## src/shared/rtc_pkg.sv

```systemverilog
package rtc_pkg;

  // ************************************************************
  // Register map
  // ************************************************************
  localparam logic [15:0] SEC_OFS = 16'h00E0;
  localparam logic [15:0] MIN_OFS = 16'h00E1;
  localparam logic [15:0] HRS_OFS = 16'h00E2;
  localparam logic [15:0] DOW_OFS = 16'h00E3;
  localparam logic [15:0] DOM_OFS = 16'h00E4;
  localparam logic [15:0] MON_OFS = 16'h00E5;
  localparam logic [15:0] YR_OFS = 16'h00E6;
  localparam logic [15:0] CEN_OFS = 16'h00E7;
  localparam logic [15:0] ASEC_OFS = 16'h00E8;
  localparam logic [15:0] AMIN_OFS = 16'h00E9;
  localparam logic [15:0] AHRS_OFS = 16'h00EA;
  localparam logic [15:0] ADOW_OFS = 16'h00EB;
  localparam logic [15:0] AEN_OFS = 16'h00EC;
  localparam logic [15:0] CTRL_OFS = 16'h00ED;

  // ************************************************************
  // Control and alarm-enable fields
  // ************************************************************
  localparam int CTRL_UNLOCK = 0;
  localparam int CTRL_FREQ60 = 1;
  localparam int CTRL_LINESRC = 2;
  localparam int CTRL_BCD = 3;
  localparam int CTRL_INTEN = 4;
  localparam int CTRL_FLAG = 7;
  localparam logic [4:0] CTRL_RESET = 5'h00;
  localparam logic [3:0] AEN_RESET = 4'h0;
  localparam logic [7:0] DOW_MASK = 8'h0F;

  // ************************************************************
  // Count fields and limits (binary values)
  // ************************************************************
  localparam int CNT_NUM = 8;
  localparam int F_SEC = 0;
  localparam int F_MIN = 1;
  localparam int F_HRS = 2;
  localparam int F_DOW = 3;
  localparam int F_DOM = 4;
  localparam int F_MON = 5;
  localparam int F_YR = 6;
  localparam int F_CEN = 7;
  localparam logic [7:0] SEC_MAX = 8'h3B;
  localparam logic [7:0] HRS_MAX = 8'h17;
  localparam logic [7:0] DOW_MIN = 8'h01;
  localparam logic [7:0] DOW_MAX = 8'h07;
  localparam logic [7:0] DOM_MIN = 8'h01;
  localparam logic [7:0] DOM_MAX = 8'h1F;
  localparam logic [7:0] DOM_30 = 8'h1E;
  localparam logic [7:0] DOM_FEB = 8'h1C;
  localparam logic [7:0] DOM_LEAP = 8'h1D;
  localparam logic [7:0] MON_MIN = 8'h01;
  localparam logic [7:0] MON_MAX = 8'h0C;
  localparam logic [7:0] MON_FEB = 8'h02;
  localparam logic [7:0] MON_APR = 8'h04;
  localparam logic [7:0] MON_JUN = 8'h06;
  localparam logic [7:0] MON_SEP = 8'h09;
  localparam logic [7:0] MON_NOV = 8'h0B;
  localparam logic [7:0] YR_MAX = 8'h63;
  localparam logic [7:0] ZERO8 = 8'h00;
  localparam logic [7:0] DEC_BASE = 8'h0A;

  // ************************************************************
  // Tick sources
  // ************************************************************
  localparam int XTAL_HZ = 32768;
  localparam int LINE50_HZ = 50;
  localparam int LINE60_HZ = 60;

  // Host I/O cycle as seen at the device pins
  typedef struct packed {
    logic rd;
    logic wr;
    logic [15:0] addr;
    logic [7:0] data;
  } io_req_s;

  typedef enum logic {CMP_IDLE, CMP_RUN} cmp_state_e;

  // Packed two-digit decimal to binary
  function automatic logic [7:0] bcd2bin(input logic [7:0] v);
    logic [7:0] t;
    t = {4'h0, v[7:4]};
    return 8'((t << 3) + (t << 1) + {4'h0, v[3:0]});
  endfunction : bcd2bin

endpackage : rtc_pkg

```

## src/core/field_step.sv

```systemverilog
`timescale 1ns/1ps
// Next value of one count field in binary or decimal-digit form
module field_step
  import rtc_pkg::*;
(
  input wire logic [7:0] val,
  input wire logic [7:0] lo,
  input wire logic [7:0] hi,
  input wire logic bcd,
  output logic [7:0] nxt,
  output logic wrap
);

  logic [7:0] bin;
  logic [7:0] inc;

  // ************************************************************
  // Wrap at the limit, otherwise step by one
  // ************************************************************
  always_comb begin
    bin = bcd ? bcd2bin(val) : val;
    wrap = (bin >= hi);
    inc = wrap ? lo : 8'(bin + 8'h01);
    // Back to two digits; division by ten is a small constant divider
    if (bcd) begin
      nxt = {4'(inc / DEC_BASE), 4'(inc % DEC_BASE)};
    end else begin
      nxt = inc;
    end
  end

endmodule : field_step

```

## src/core/tick_divider.sv

```systemverilog
`timescale 1ns/1ps
// Seconds prescaler fed by the crystal or the line clock
module tick_divider
  import rtc_pkg::*;
#(
  parameter int XTAL_DIV = XTAL_HZ,
  parameter int CW = 16
)(
  input wire logic clock,
  input wire logic rst_n,
  input wire logic line_src,
  input wire logic freq60,
  input wire logic clear,
  input wire logic xtal_in,
  input wire logic line_in,
  output logic tick
);

  logic src_prev_ff;
  logic [CW-1:0] cnt_ff;
  logic src_now;
  logic src_rise;
  logic [CW-1:0] last;

  assign src_now = line_src ? line_in : xtal_in;
  assign src_rise = src_now & ~src_prev_ff;
  assign last = line_src ? CW'(freq60 ? LINE60_HZ - 1 : LINE50_HZ - 1)
                         : CW'(XTAL_DIV - 1);

  // ************************************************************
  // Count source edges; clear restarts from a fresh phase
  // ************************************************************
  always_ff @(posedge clock or negedge rst_n) begin
    if (!rst_n) begin
      src_prev_ff <= 1'b0;
      cnt_ff <= '0;
      tick <= 1'b0;
    end else begin
      src_prev_ff <= src_now;
      tick <= 1'b0;
      if (clear) begin
        cnt_ff <= '0;
      end else if (src_rise) begin
        if (cnt_ff >= last) begin
          cnt_ff <= '0;
          tick <= 1'b1;
        end else begin
          cnt_ff <= cnt_ff + 1'b1;
        end
      end
    end
  end

endmodule : tick_divider

```

## src/core/calendar_time_counter.sv

```systemverilog
// Function
// (RQ1) 24-hour clock with full calendar fields
// (RQ2) One bit selects binary or decimal digits
// (RQ3) Month lengths and leap years only decimal
// (RQ4) Alarm when all enabled set-points match
// (RQ5) Alarm sets flag; interrupt only if enabled
// (RQ6) Control read clears flag and interrupt
// (RQ7) Alarm registers writable regardless of lock
// (RQ8) Compare alarms each time count advances
// (RQ9) Writing unlock zero forces a comparison
// (RQ10) Tick from crystal or 50/60 Hz line
// (RQ11) Control write resets the prescaler
// (RQ12) Alarm enables cleared after power-up reset
// (RQ13) Software unlocks, sets time, alarms, relocks
// (RQ14) Relocking restarts divider from fresh phase
// (RQ15) Unlocked: counting stops, counts writable
// (RQ16) Locked: counting runs, count writes ignored
// (RQ17) Reset returns to locked state
// (RQ18) Reset leaves time counts unchanged
// (RQ19) Seconds 00h-3Bh, tens digit 0-5
// (RQ20) Minutes 00h-3Bh, tens digit 0-5
// (RQ21) Hours 00h-17h, tens digit 0-2
// (RQ22) Registers decoded from host I/O cycles
// (RQ23) Weekday 01h-07h, upper nibble zero
// (RQ24) Day of month 01h-1Fh by month
// (RQ25) Month 01h-0Ch after month end
// (RQ26) Year 00h-63h carrying into century
// (RQ27) Fields wrap and carry in format
`timescale 1ns/1ps
module calendar_time_counter
  import rtc_pkg::*;
#(
  parameter int XTAL_DIV = XTAL_HZ
)(
  input wire logic clock,
  input wire logic rst_n,
  input wire io_req_s io_req,
  input wire logic crystal_output_pin,
  input wire logic line_clk_in,
  output logic [7:0] rd_data_ff,
  output logic irq_ff
);

  // ************************************************************
  // State
  // ************************************************************
  // Kept through a system reset; the host must load them once
  logic [7:0] cnt_ff [CNT_NUM];
  logic [7:0] alarm_ff [4];
  // Cleared by a system reset
  logic [3:0] alarm_en_ff;
  // Control fields
  logic unlock_ff;
  logic freq60_ff;
  logic line_src_ff;
  logic bcd_en_ff;
  logic int_en_ff;
  logic flag_ff;
  // Alarm comparison sequencer
  cmp_state_e cmp_ff;

  // One-second pulse from the prescaler
  logic tick;
  // Decoded host cycles
  logic ctrl_wr;
  logic ctrl_rd;
  logic cnt_wr;
  logic alarm_wr;
  logic [2:0] cnt_idx;
  logic [1:0] alarm_idx;
  // Per-field limits and steps
  logic [7:0] lo [CNT_NUM];
  logic [7:0] hi [CNT_NUM];
  logic [7:0] step [CNT_NUM];
  logic wrap [CNT_NUM];
  logic adv [CNT_NUM];
  // Month length
  logic [7:0] mon_bin;
  logic [7:0] yr_bin;
  logic leap;
  logic [7:0] dom_last;
  // Alarm match
  logic [3:0] match;
  logic hit;
  // Read path
  logic [7:0] nxt_rd_data;
  logic [7:0] ctrl_view;

  // ************************************************************
  // Address decode of host I/O cycles
  // ************************************************************
  // Every register sits on one byte address; no wait states needed
  // The lock is checked where the counts are stored, so a locked
  // count write still decodes but is dropped there silently
  assign ctrl_wr = io_req.wr && (io_req.addr == CTRL_OFS); // [RQ22]
  assign ctrl_rd = io_req.rd && (io_req.addr == CTRL_OFS); // [RQ22]
  assign cnt_wr = io_req.wr && (io_req.addr >= SEC_OFS) &&
                  (io_req.addr <= CEN_OFS);
  assign alarm_wr = io_req.wr && (io_req.addr >= ASEC_OFS) &&
                    (io_req.addr <= ADOW_OFS);
  assign cnt_idx = 3'(io_req.addr - SEC_OFS);
  assign alarm_idx = 2'(io_req.addr - ASEC_OFS);

  // ************************************************************
  // Seconds prescaler
  // ************************************************************
  // Held clear while unlocked so relocking starts a full second
  // Any control write clears it too, so a change of source or line
  // rate never yields a short first second
  tick_divider #(
    .XTAL_DIV(XTAL_DIV)
  ) u_div (
    .clock(clock),
    .rst_n(rst_n),
    .line_src(line_src_ff), // [RQ10]
    .freq60(freq60_ff), // [RQ10]
    .clear(ctrl_wr || unlock_ff), // [RQ11] [RQ14]
    .xtal_in(crystal_output_pin),
    .line_in(line_clk_in),
    .tick(tick)
  );

  // ************************************************************
  // Calendar limits
  // ************************************************************
  // Binary form has no month table: every month runs to 1Fh
  // Leap years are every fourth year; the century is not consulted,
  // so a century year that is not leap is still taken as one
  always_comb begin
    mon_bin = bcd2bin(cnt_ff[F_MON]);
    yr_bin = bcd2bin(cnt_ff[F_YR]);
    leap = (yr_bin[1:0] == 2'b00);
    dom_last = DOM_MAX;
    if (bcd_en_ff) begin // [RQ3]
      if (mon_bin == MON_FEB) begin
        dom_last = leap ? DOM_LEAP : DOM_FEB;
      end else if (mon_bin == MON_APR || mon_bin == MON_JUN ||
                   mon_bin == MON_SEP || mon_bin == MON_NOV) begin
        dom_last = DOM_30;
      end
    end
  end

  // Per-field range, all in binary values
  // Unnamed fields take the year range, which the century shares
  always_comb begin
    for (int i = 0; i < CNT_NUM; i++) begin
      lo[i] = ZERO8;
      hi[i] = YR_MAX; // [RQ26]
    end
    hi[F_SEC] = SEC_MAX; // [RQ19]
    hi[F_MIN] = SEC_MAX; // [RQ20]
    hi[F_HRS] = HRS_MAX; // [RQ1] [RQ21]
    lo[F_DOW] = DOW_MIN; // [RQ23]
    hi[F_DOW] = DOW_MAX; // [RQ23]
    lo[F_DOM] = DOM_MIN; // [RQ24]
    hi[F_DOM] = dom_last; // [RQ24]
    lo[F_MON] = MON_MIN; // [RQ25]
    hi[F_MON] = MON_MAX; // [RQ25]
  end

  // ************************************************************
  // Field steppers and carry chain
  // ************************************************************
  // One stepper per field; all share the format select
  for (genvar g = 0; g < CNT_NUM; g++) begin : g_field
    field_step u_step (
      .val(cnt_ff[g]),
      .lo(lo[g]),
      .hi(hi[g]),
      .bcd(bcd_en_ff), // [RQ2]
      .nxt(step[g]),
      .wrap(wrap[g])
    );
  end

  // Weekday and day of month both step on the hours carry
  // Each stage needs the whole carry product, so one tick moves
  // every field by at most one step
  always_comb begin
    adv[F_SEC] = tick && !unlock_ff; // [RQ16]
    adv[F_MIN] = adv[F_SEC] && wrap[F_SEC]; // [RQ27]
    adv[F_HRS] = adv[F_MIN] && wrap[F_MIN]; // [RQ27]
    adv[F_DOW] = adv[F_HRS] && wrap[F_HRS]; // [RQ27]
    adv[F_DOM] = adv[F_HRS] && wrap[F_HRS]; // [RQ27]
    adv[F_MON] = adv[F_DOM] && wrap[F_DOM]; // [RQ25]
    adv[F_YR] = adv[F_MON] && wrap[F_MON]; // [RQ27]
    adv[F_CEN] = adv[F_YR] && wrap[F_YR]; // [RQ26]
  end

  // ************************************************************
  // Count registers
  // ************************************************************
  // No reset: the time survives a system reset untouched
  // Steps need the lock closed and writes need it open, so the two
  // never meet on one field in the same cycle
  always_ff @(posedge clock) begin // [RQ18]
    for (int i = 0; i < CNT_NUM; i++) begin
      if (adv[i]) begin
        cnt_ff[i] <= step[i]; // [RQ1] [RQ8]
      end
    end
    if (cnt_wr && unlock_ff) begin // [RQ15] [RQ16]
      // The weekday keeps only its low nibble
      if (int'(cnt_idx) == F_DOW) begin
        cnt_ff[cnt_idx] <= io_req.data & DOW_MASK; // [RQ23]
      end else begin
        cnt_ff[cnt_idx] <= io_req.data;
      end
    end
  end

  // ************************************************************
  // Alarm set-points
  // ************************************************************
  // Set-points keep their value over reset like the counts
  // No lock check: the alarm may be retuned while the time runs
  always_ff @(posedge clock) begin
    if (alarm_wr) begin
      alarm_ff[alarm_idx] <= io_req.data; // [RQ7]
    end
  end

  // Alarm enables, cleared by the power-up reset
  // Any system reset is taken as the power-up case here
  always_ff @(posedge clock or negedge rst_n) begin
    if (!rst_n) begin
      alarm_en_ff <= AEN_RESET; // [RQ12]
    end else if (io_req.wr && io_req.addr == AEN_OFS) begin
      alarm_en_ff <= io_req.data[3:0]; // [RQ7]
    end
  end

  // ************************************************************
  // Control register
  // ************************************************************
  // The flag bit is read only; the alarm logic below owns it
  always_ff @(posedge clock or negedge rst_n) begin
    if (!rst_n) begin
      {int_en_ff, bcd_en_ff, line_src_ff, freq60_ff, unlock_ff} <=
        CTRL_RESET; // [RQ17]
    end else if (ctrl_wr) begin
      unlock_ff <= io_req.data[CTRL_UNLOCK]; // [RQ15] [RQ16]
      freq60_ff <= io_req.data[CTRL_FREQ60]; // [RQ10]
      line_src_ff <= io_req.data[CTRL_LINESRC]; // [RQ10]
      bcd_en_ff <= io_req.data[CTRL_BCD]; // [RQ2]
      int_en_ff <= io_req.data[CTRL_INTEN]; // [RQ5]
    end
  end

  // ************************************************************
  // Alarm comparison
  // ************************************************************
  // Compare one cycle after the count steps, or on any control write with unlock zero
  // The extra cycle lets the stepped count reach the comparators, so
  // a match is judged on the new time and not the old one
  always_ff @(posedge clock or negedge rst_n) begin
    if (!rst_n) begin
      cmp_ff <= CMP_IDLE;
    end else begin
      case (cmp_ff)
        CMP_IDLE: begin
          if (adv[F_SEC] ||
              (ctrl_wr && !io_req.data[CTRL_UNLOCK])) begin // [RQ8] [RQ9]
            cmp_ff <= CMP_RUN;
          end
        end
        // Judge the match in this one cycle, then idle
        CMP_RUN: begin
          cmp_ff <= CMP_IDLE;
        end
        default: begin
          cmp_ff <= CMP_IDLE;
        end
      endcase
    end
  end

  // Disabled fields always match; with none enabled nothing fires
  // Fields compare as raw bytes, so set-points use the count format
  always_comb begin
    for (int i = 0; i < 4; i++) begin
      match[i] = !alarm_en_ff[i] || (alarm_ff[i] == cnt_ff[i]);
    end
    hit = (cmp_ff == CMP_RUN) && (&match) && (|alarm_en_ff); // [RQ4]
  end

  // Flag and request; a new hit wins over a clearing read
  // The request copies the enable seen at the hit; a later enable
  // change neither raises nor drops a pending request
  always_ff @(posedge clock or negedge rst_n) begin
    if (!rst_n) begin
      flag_ff <= 1'b0;
      irq_ff <= 1'b0;
    end else if (hit) begin
      flag_ff <= 1'b1; // [RQ5]
      irq_ff <= int_en_ff; // [RQ5]
    end else if (ctrl_rd) begin
      flag_ff <= 1'b0; // [RQ6]
      irq_ff <= 1'b0; // [RQ6]
    end
  end

  // ************************************************************
  // Read data
  // ************************************************************
  // Control view built by field position; unused bits read zero
  always_comb begin
    ctrl_view = ZERO8;
    ctrl_view[CTRL_UNLOCK] = unlock_ff;
    ctrl_view[CTRL_FREQ60] = freq60_ff;
    ctrl_view[CTRL_LINESRC] = line_src_ff;
    ctrl_view[CTRL_BCD] = bcd_en_ff;
    ctrl_view[CTRL_INTEN] = int_en_ff;
    ctrl_view[CTRL_FLAG] = flag_ff; // [RQ5]
  end

  // Unmapped addresses read as zero
  // Only the control address has a read side effect, handled above
  always_comb begin
    nxt_rd_data = ZERO8;
    if (io_req.addr >= SEC_OFS && io_req.addr <= CEN_OFS) begin
      nxt_rd_data = cnt_ff[cnt_idx];
    end else if (io_req.addr >= ASEC_OFS && io_req.addr <= ADOW_OFS) begin
      nxt_rd_data = alarm_ff[alarm_idx];
    end else if (io_req.addr == AEN_OFS) begin
      nxt_rd_data = {4'h0, alarm_en_ff};
    end else if (io_req.addr == CTRL_OFS) begin
      nxt_rd_data = ctrl_view;
    end
  end

  // Read data is held until the next read cycle
  // Holding it lets a slow host pick the byte up late
  always_ff @(posedge clock or negedge rst_n) begin
    if (!rst_n) begin
      rd_data_ff <= ZERO8;
    end else if (io_req.rd) begin
      rd_data_ff <= nxt_rd_data; // [RQ22]
    end
  end

endmodule : calendar_time_counter

```

## config.mk

```make
export PLATFORM = sky130hd
export DESIGN_NAME = calendar_time_counter
export DESIGN_NICKNAME = d
export VERILOG_FILES = /design/src/shared/rtc_pkg.sv /design/src/core/field_step.sv /design/src/core/tick_divider.sv /design/src/core/calendar_time_counter.sv
export SDC_FILE = /design/constraint.sdc
export NUM_CORES = 1
export LEC_CHECK = 0
export ABC_AREA = 1
export BUFFER_PORTS_ARGS = -buffer_cell sky130_fd_sc_hd__buf_2
export CAP_MARGIN = 20
export CELL_PAD_IN_SITES_DETAIL_PLACEMENT = 1
export CELL_PAD_IN_SITES_GLOBAL_PLACEMENT = 1
export CORE_ASPECT_RATIO = 0.75
export CORE_UTILIZATION = 51
export DETAILED_ROUTE_END_ITERATION = 7
export PLACE_DENSITY_LB_ADDON = 0.12
export SLEW_MARGIN = 20
export SYNTH_ARGS = -nofsm -noshare
export SYNTH_HDL_FRONTEND = slang
export SYNTH_SLANG_ARGS = --single-unit
```

## constraint.sdc

```tcl
create_clock -name clock -period 10.45 [get_ports clock]
set_input_delay 1.045 -clock clock [delete_from_list [all_inputs] [get_ports clock]]
set_output_delay 1.045 -clock clock [all_outputs]
set_load 0.005 [all_outputs]
```

== Yosys cells after proc, flatten, opt, wreduce, memory -nomap -nowiden ==
Memories as Yosys holds them, arrays and structs flattened.
Cells that the tools add are included.

* Add/sub/neg operators: 27
* $mul: 0
* Divide/modulo/power cells: 16
* $lt $le $gt $ge: 13
* Eq/ne operators: 12
* Shifts and indexed selects: 0
* Multiplexer cells: 72
* Bitwise logic cells: 4
* Reductions and logical operators: 41

{| class="wikitable"
|+ Operators with widths
! operator !! number
|-
| 8-bit 2-to-1 mux || 32
|-
| 7-bit by 5-bit adder with 8-bit output || 8
|-
| 8-bit by 1-bit adder with 8-bit output, second input constant || 8
|-
| 8-bit by 4-bit adder with 8-bit output || 8
|-
| 8-bit by 4-bit divider with 8-bit output, second input constant || 8
|-
| 8-bit by 4-bit modulo with 8-bit output, second input constant || 8
|-
| 16-bit 2-to-1 mux || 4
|-
| 1-bit 2-to-1 mux || 33
|-
| 16-bit by 8-bit equality test with 1-bit output, second input constant || 2
|-
| 8-bit equality test || 4
|-
| 16-bit by 8-bit >= comparator with 1-bit output, second input constant || 2
|-
| 16-bit by 8-bit <= comparator with 1-bit output, second input constant || 2
|-
| 1-bit logical AND || 20
|-
| 16-bit by 1-bit adder with 16-bit output, second input constant || 1
|-
| 8-bit by 3-bit equality test with 1-bit output, second input constant || 2
|-
| 8-bit by 4-bit equality test with 1-bit output, second input constant || 2
|-
| 16-bit >= comparator || 1
|-
| 8-bit by 6-bit >= comparator with 1-bit output, second input constant || 2
|-
| 8-bit by 7-bit >= comparator with 1-bit output, second input constant || 2
|-
| 1-bit logical OR || 9
|-
| 8-bit by 2-bit equality test with 1-bit output, second input constant || 1
|-
| 8-bit by 3-bit >= comparator with 1-bit output, second input constant || 1
|-
| 8-bit by 4-bit >= comparator with 1-bit output, second input constant || 1
|-
| 8-bit by 5-bit >= comparator with 1-bit output, second input constant || 1
|-
| 16 further kinds || 23
|}

* Bits in registers: 38
* Bits in latches: 0
* RAM bits: 96
* Memory bits (read-only): 0
* Input port bits: 30
* Output and inout bits: 9
* Word-level logic and storage cells: 200
* Memories: 2

{| class="wikitable"
|+ Memories
! name !! depth !! bits a word !! read ports !! clocked after Yosys merged registers in !! write ports !! RTL line !! RTL
|-
| cnt_ff || 8 || 8 || 9 || 0 || 8 || calendar_time_counter.sv:48 || <nowiki>logic [7:0] cnt_ff [CNT_NUM];</nowiki>
|-
| alarm_ff || 4 || 8 || 5 || 0 || 1 || calendar_time_counter.sv:49 || <nowiki>logic [7:0] alarm_ff [4];</nowiki>
|}

== Logic depth before layout (Yosys ltp) ==
An unclocked memory read counts as a cell.

* Depth in word-level cells: 16
* Mapped depth: 35

== By module ==
From an unflattened synthesis, not the netlist that was laid out.

* Cells, all modules: 2756
* Area total of the unflattened synthesis: 18826.8 um^2

{| class="wikitable"
|+ By module, submodules not included
! module !! instances !! cells an instance !! area each (um^2) !! seq. area each (um^2)
|-
| field_step at g_field[0].u_step ... || 6 || 232 || 1418.9 || 0.0
|-
| calendar_time_counter || 1 || 729 || 6381.1 || 3383.2
|-
| field_step at g_field[6].u_step || 1 || 229 || 1323.8 || 0.0
|-
| field_step at g_field[7].u_step || 1 || 231 || 1312.5 || 0.0
|-
| tick_divider || 1 || 175 || 1296.2 || 450.4
|}

== Least setup slack after synthesis ==
Ideal clock, no wire load.

* Kind: register -> register
* Start: mem cnt_ff[5][3]
* End: mem cnt_ff[4][4] (data pin)
* Library setup time: 263 ps
* Arrival time: 4129 ps
* Required time: 10187 ps
* Slack: 6057 ps
* Cell stages (with the launch flop): 33
* Buffers on the path: 0
* Clock period less this slack: 4393 ps
* Cell sequence: edfxtp_1 > inv_1 > fa_1 > inv_1 > fa_1 > a21oi_1 > nor2_1 > nor2_1 > o21bai_1 > nor3_1 > nand2_1 > a221o_1 > ha_1 > inv_1 > a21boi_0 > o21ai_1 > o21ai_1 > nor2_1 > nand2_2 > inv_2 > nand3_2 > nand2_1 > nand2_1 > nand2_1 > nand2_1 > nand2_1 > nand3_1 > nand2_1 > nand2_1 > nand2_1 > o21ai_0 > nand2_1 > o21ai_1

{| class="wikitable"
|+ RTL lines
! what !! RTL line
|-
| start: declaration || calendar_time_counter.sv:48
|}

==> reports/qor.txt <==
Pre-Repair DR Iteration Count: 6
Xor/xnor cell area share of the yosys netlist: 3.204%
Pwr/cell area: 99.24 mW/mm²
Post-route ant nets: 0
Syn Inst Count: 1639
Setup Buffers After CTS: 0
Share of cells above drive strength 1: 10.35%
Fraction of registers with async set/reset: 28.36%
Crit-path leading delay family: simple AND/OR/NAND/NOR gates
CP Class: flip-flop to flip-flop
Placed cell count: 1949
Nets: 1801
WL/cell: 21.97 µm
H-Tree Depth: 4
Cells taking the most area after synthesis: edfxtp_1 24%, nand2_1 13%, ha_1 9.1%
Mux cell area share after synthesis: 0.09362%
Utilization after layout: 56.71%
Vias in the first global route: 12270
Final worst slack: 5.038 ns
Commonest non-fill, non-tap cell in the layout: nand2_1
Initial core utilization: 52.15%
Endpoint class of the critical path: flip-flop
Buf/Inv on CP: 4
Post-Synth Simple-Gate Area: 28.32%
Worst path slowest cell: fa_1
Mapped Area: 0.01203 mm²
Final hold vios: 0
Rows: 48
Port bufs: 38
Synth Area in Adders: 11.71%
Clk sinks: 134
Total GRT Usage: 37.04%
Die Height: 135.0 µm
Largest stage delay, worst path: 0.51 ns
CP arrival: 5.61 ns
Final WL: 43520 µm
Maximum VDD drop: 0.1084 mV
Clock tree root buffer cell: clkbuf_16
Post-Syn Area per Cell: 7.338 µm²
Pins Over Slew Limit: 0
Worst slew pin tran: 1.042 ns
Final setup violation count: 0
Clock Pin Slew Worst Setup and Hold Paths: 0.08 ns
Clock skew: 0.01980 ns
Commonest non-fill, non-tap cells in the layout: 402 x nand2_1, 238 x inv_1, 130 x nand3_1
Area fraction in compound gates after synthesis: 15.02%
Clock Latency Late Sink: 0.45 ns
Max Fanout on Critical Path: 5
Hold-fix buffers at CTS: 0
Final period utilization: 51.79%
Diode count: 0
Status: finished clean
Post-route DRC violation count: 0
Library cells used by synthesis: 60
Worst path most repeated cell: nand2_1
Final-layout fill cell count: 2989
Synthesized flop and latch total: 134
Core area: 0.02306 mm²
Max-slew headroom: 29.81%
Max cap viols: 0
Gr ovfl total: 0
Ys Warns: 0
Combinational family with the most area after synthesis: simple AND/OR/NAND/NOR gates
Post-Layout Cell Count: 1981
Cell taking the most area after synthesis: edfxtp_1
Worst hold path type: flip-flop to flip-flop
Synth-to-layout area growth: 8.727%
Dpl hpwl: 32530 µm
CTS tree: built
DP Worst Slack: 5.251 ns
Fmax: 184.8 MHz
Total negative slack: 0 ns
Routed vias/inst: 6.135
Critical Path RT: 10.64 ns
DIE WIDTH: 179.3 µm
Main synth FF type: edfxtp_1
Pwr Total: 0.001298 W
Pin count of the biggest net entering global routing: 64
Vias: 12150
Critical Path Start Type: flip-flop
Post-layout minimum cycle time: 5.412 ns
Post-cts resize count: 0
Wire length of the first global-routing pass: 68210 µm
Sequential share of the synthesized area: 31.87%
Antenna violations before repair: 1
Leakage power: 6.135 nW
Post-synth top area share: 23.97%
Die area: 0.02421 mm²
EDFF count, synth: 96
Top-Level Pins: 39
Maximum root-to-sink buffer count: 2
Placer Congestion: 0.9500
TritonCTS Buffers: 17
Initial drt markers: 1224
RSZ-0062 raised after global routing: no
## worst reg2reg max path, delay by kind of cell (launching register included)
| family | cells | cell delay [ns] |
|---|---|---|
| buffers and inverters | 4 | 0.37 |
| AOI/OAI and AO/OA | 8 | 1.14 |
| DFF | 1 | 0.40 |
| and+or+nand+nor | 17 | 2.01 |
| adders and majority gates | 3 | 1.25 |
## sequential cells by signal (all words and copies together) (netlist names), 4 cells and up
name          count
alarm_en_ff       4
alarm_ff         32
cnt_ff           64
rd_data_ff        8
u_div.cnt_ff     16
## through the flow
stage / instance area, µm² / hold slack (ns)
after floorplan: 12040 / 0.4003
after global placement: 12440 / 0.4173
after detailed placement: 12440 / 0.4455
after CTS: 13070 / 0.4498
after global routing: 13080 / 0.4844
final: 13080 / 0.4506
## cells in the mapped netlist, types with 10 or more instances
cell type    n
fa_1        16
ha_1        87
o22ai_1     26
a221oi_1    10
inv_1      238
clkbuf_1    18
a22oi_1     10
a21oi_1     62
nand3_1    130
o21ai_1     20
nand4_1     26
o21ai_0     88
inv_2       15
o211ai_1    10
a31oi_1     10
nor2_1     112
or2_2       17
nand2_1    402
o21ai_2     13
xor2_1      25
xnor2_1     19
dfrtp_1     38
nand2_2     29
edfxtp_1    96
nor3_1      14
## routing by layer
layer	global-route usage [%]	share of wire [%]
met5	0	0
met4	13.77	3.3
met3	6.869	9.1
met2	57.20	44
met1	51.44	43
## cell families after synthesis
| group | Yosys count |
|---|---|
| simple gates | 768 |
| compound gates | 294 |
| buf+inv | 294 |
| flops | 134 |
| fa+ha+maj | 103 |
| xor+xnor | 44 |
| other cells | 1 |
| mux | 1 |
## cell type report
| cell class | count | area (µm²) | area share [%] |
|---|---|---|---|
| Sequential cell | 134 | 3837 | 29.34 |
| Timing Repair Buffer | 43 | 227.7 | 1.741 |
| Inverter | 259 | 973.4 | 7.444 |
| Tap cell | 300 | 375.4 | 2.870 |
| Multi-Input combinational cell | 1213 | 7034 | 53.79 |
| Clock buffer | 17 | 425.4 | 3.253 |
| Clock inverter | 15 | 203.9 | 1.560 |
## final timing paths
path / startpoint / end / slack (ns) / cells past startpoint
worst min register to register: u_div.src_prev_ff / u_div.tick / 0.45 / 1
min in group asynchronous: rst_n / rd_data_ff[7] / 0.72 / 1
worst max-delay path: cnt_ff[5][4] / cnt_ff[4][4] / 5.04 / 32
max in group asynchronous: rst_n / bcd_en_ff / 9.06 / 1
worst max register to register: cnt_ff[5][4] / cnt_ff[4][4] / 5.04 / 32
worst min-delay path: u_div.src_prev_ff / u_div.tick / 0.45 / 1
## power by group
part	internal (W)	switching, W	leakage, nW
clock network	0.000401	0.000270	0.297
registers	0.000569	0.00000139	1.36
logic	0.0000138	0.0000434	4.47
Power figures use the tool's default switching activity.
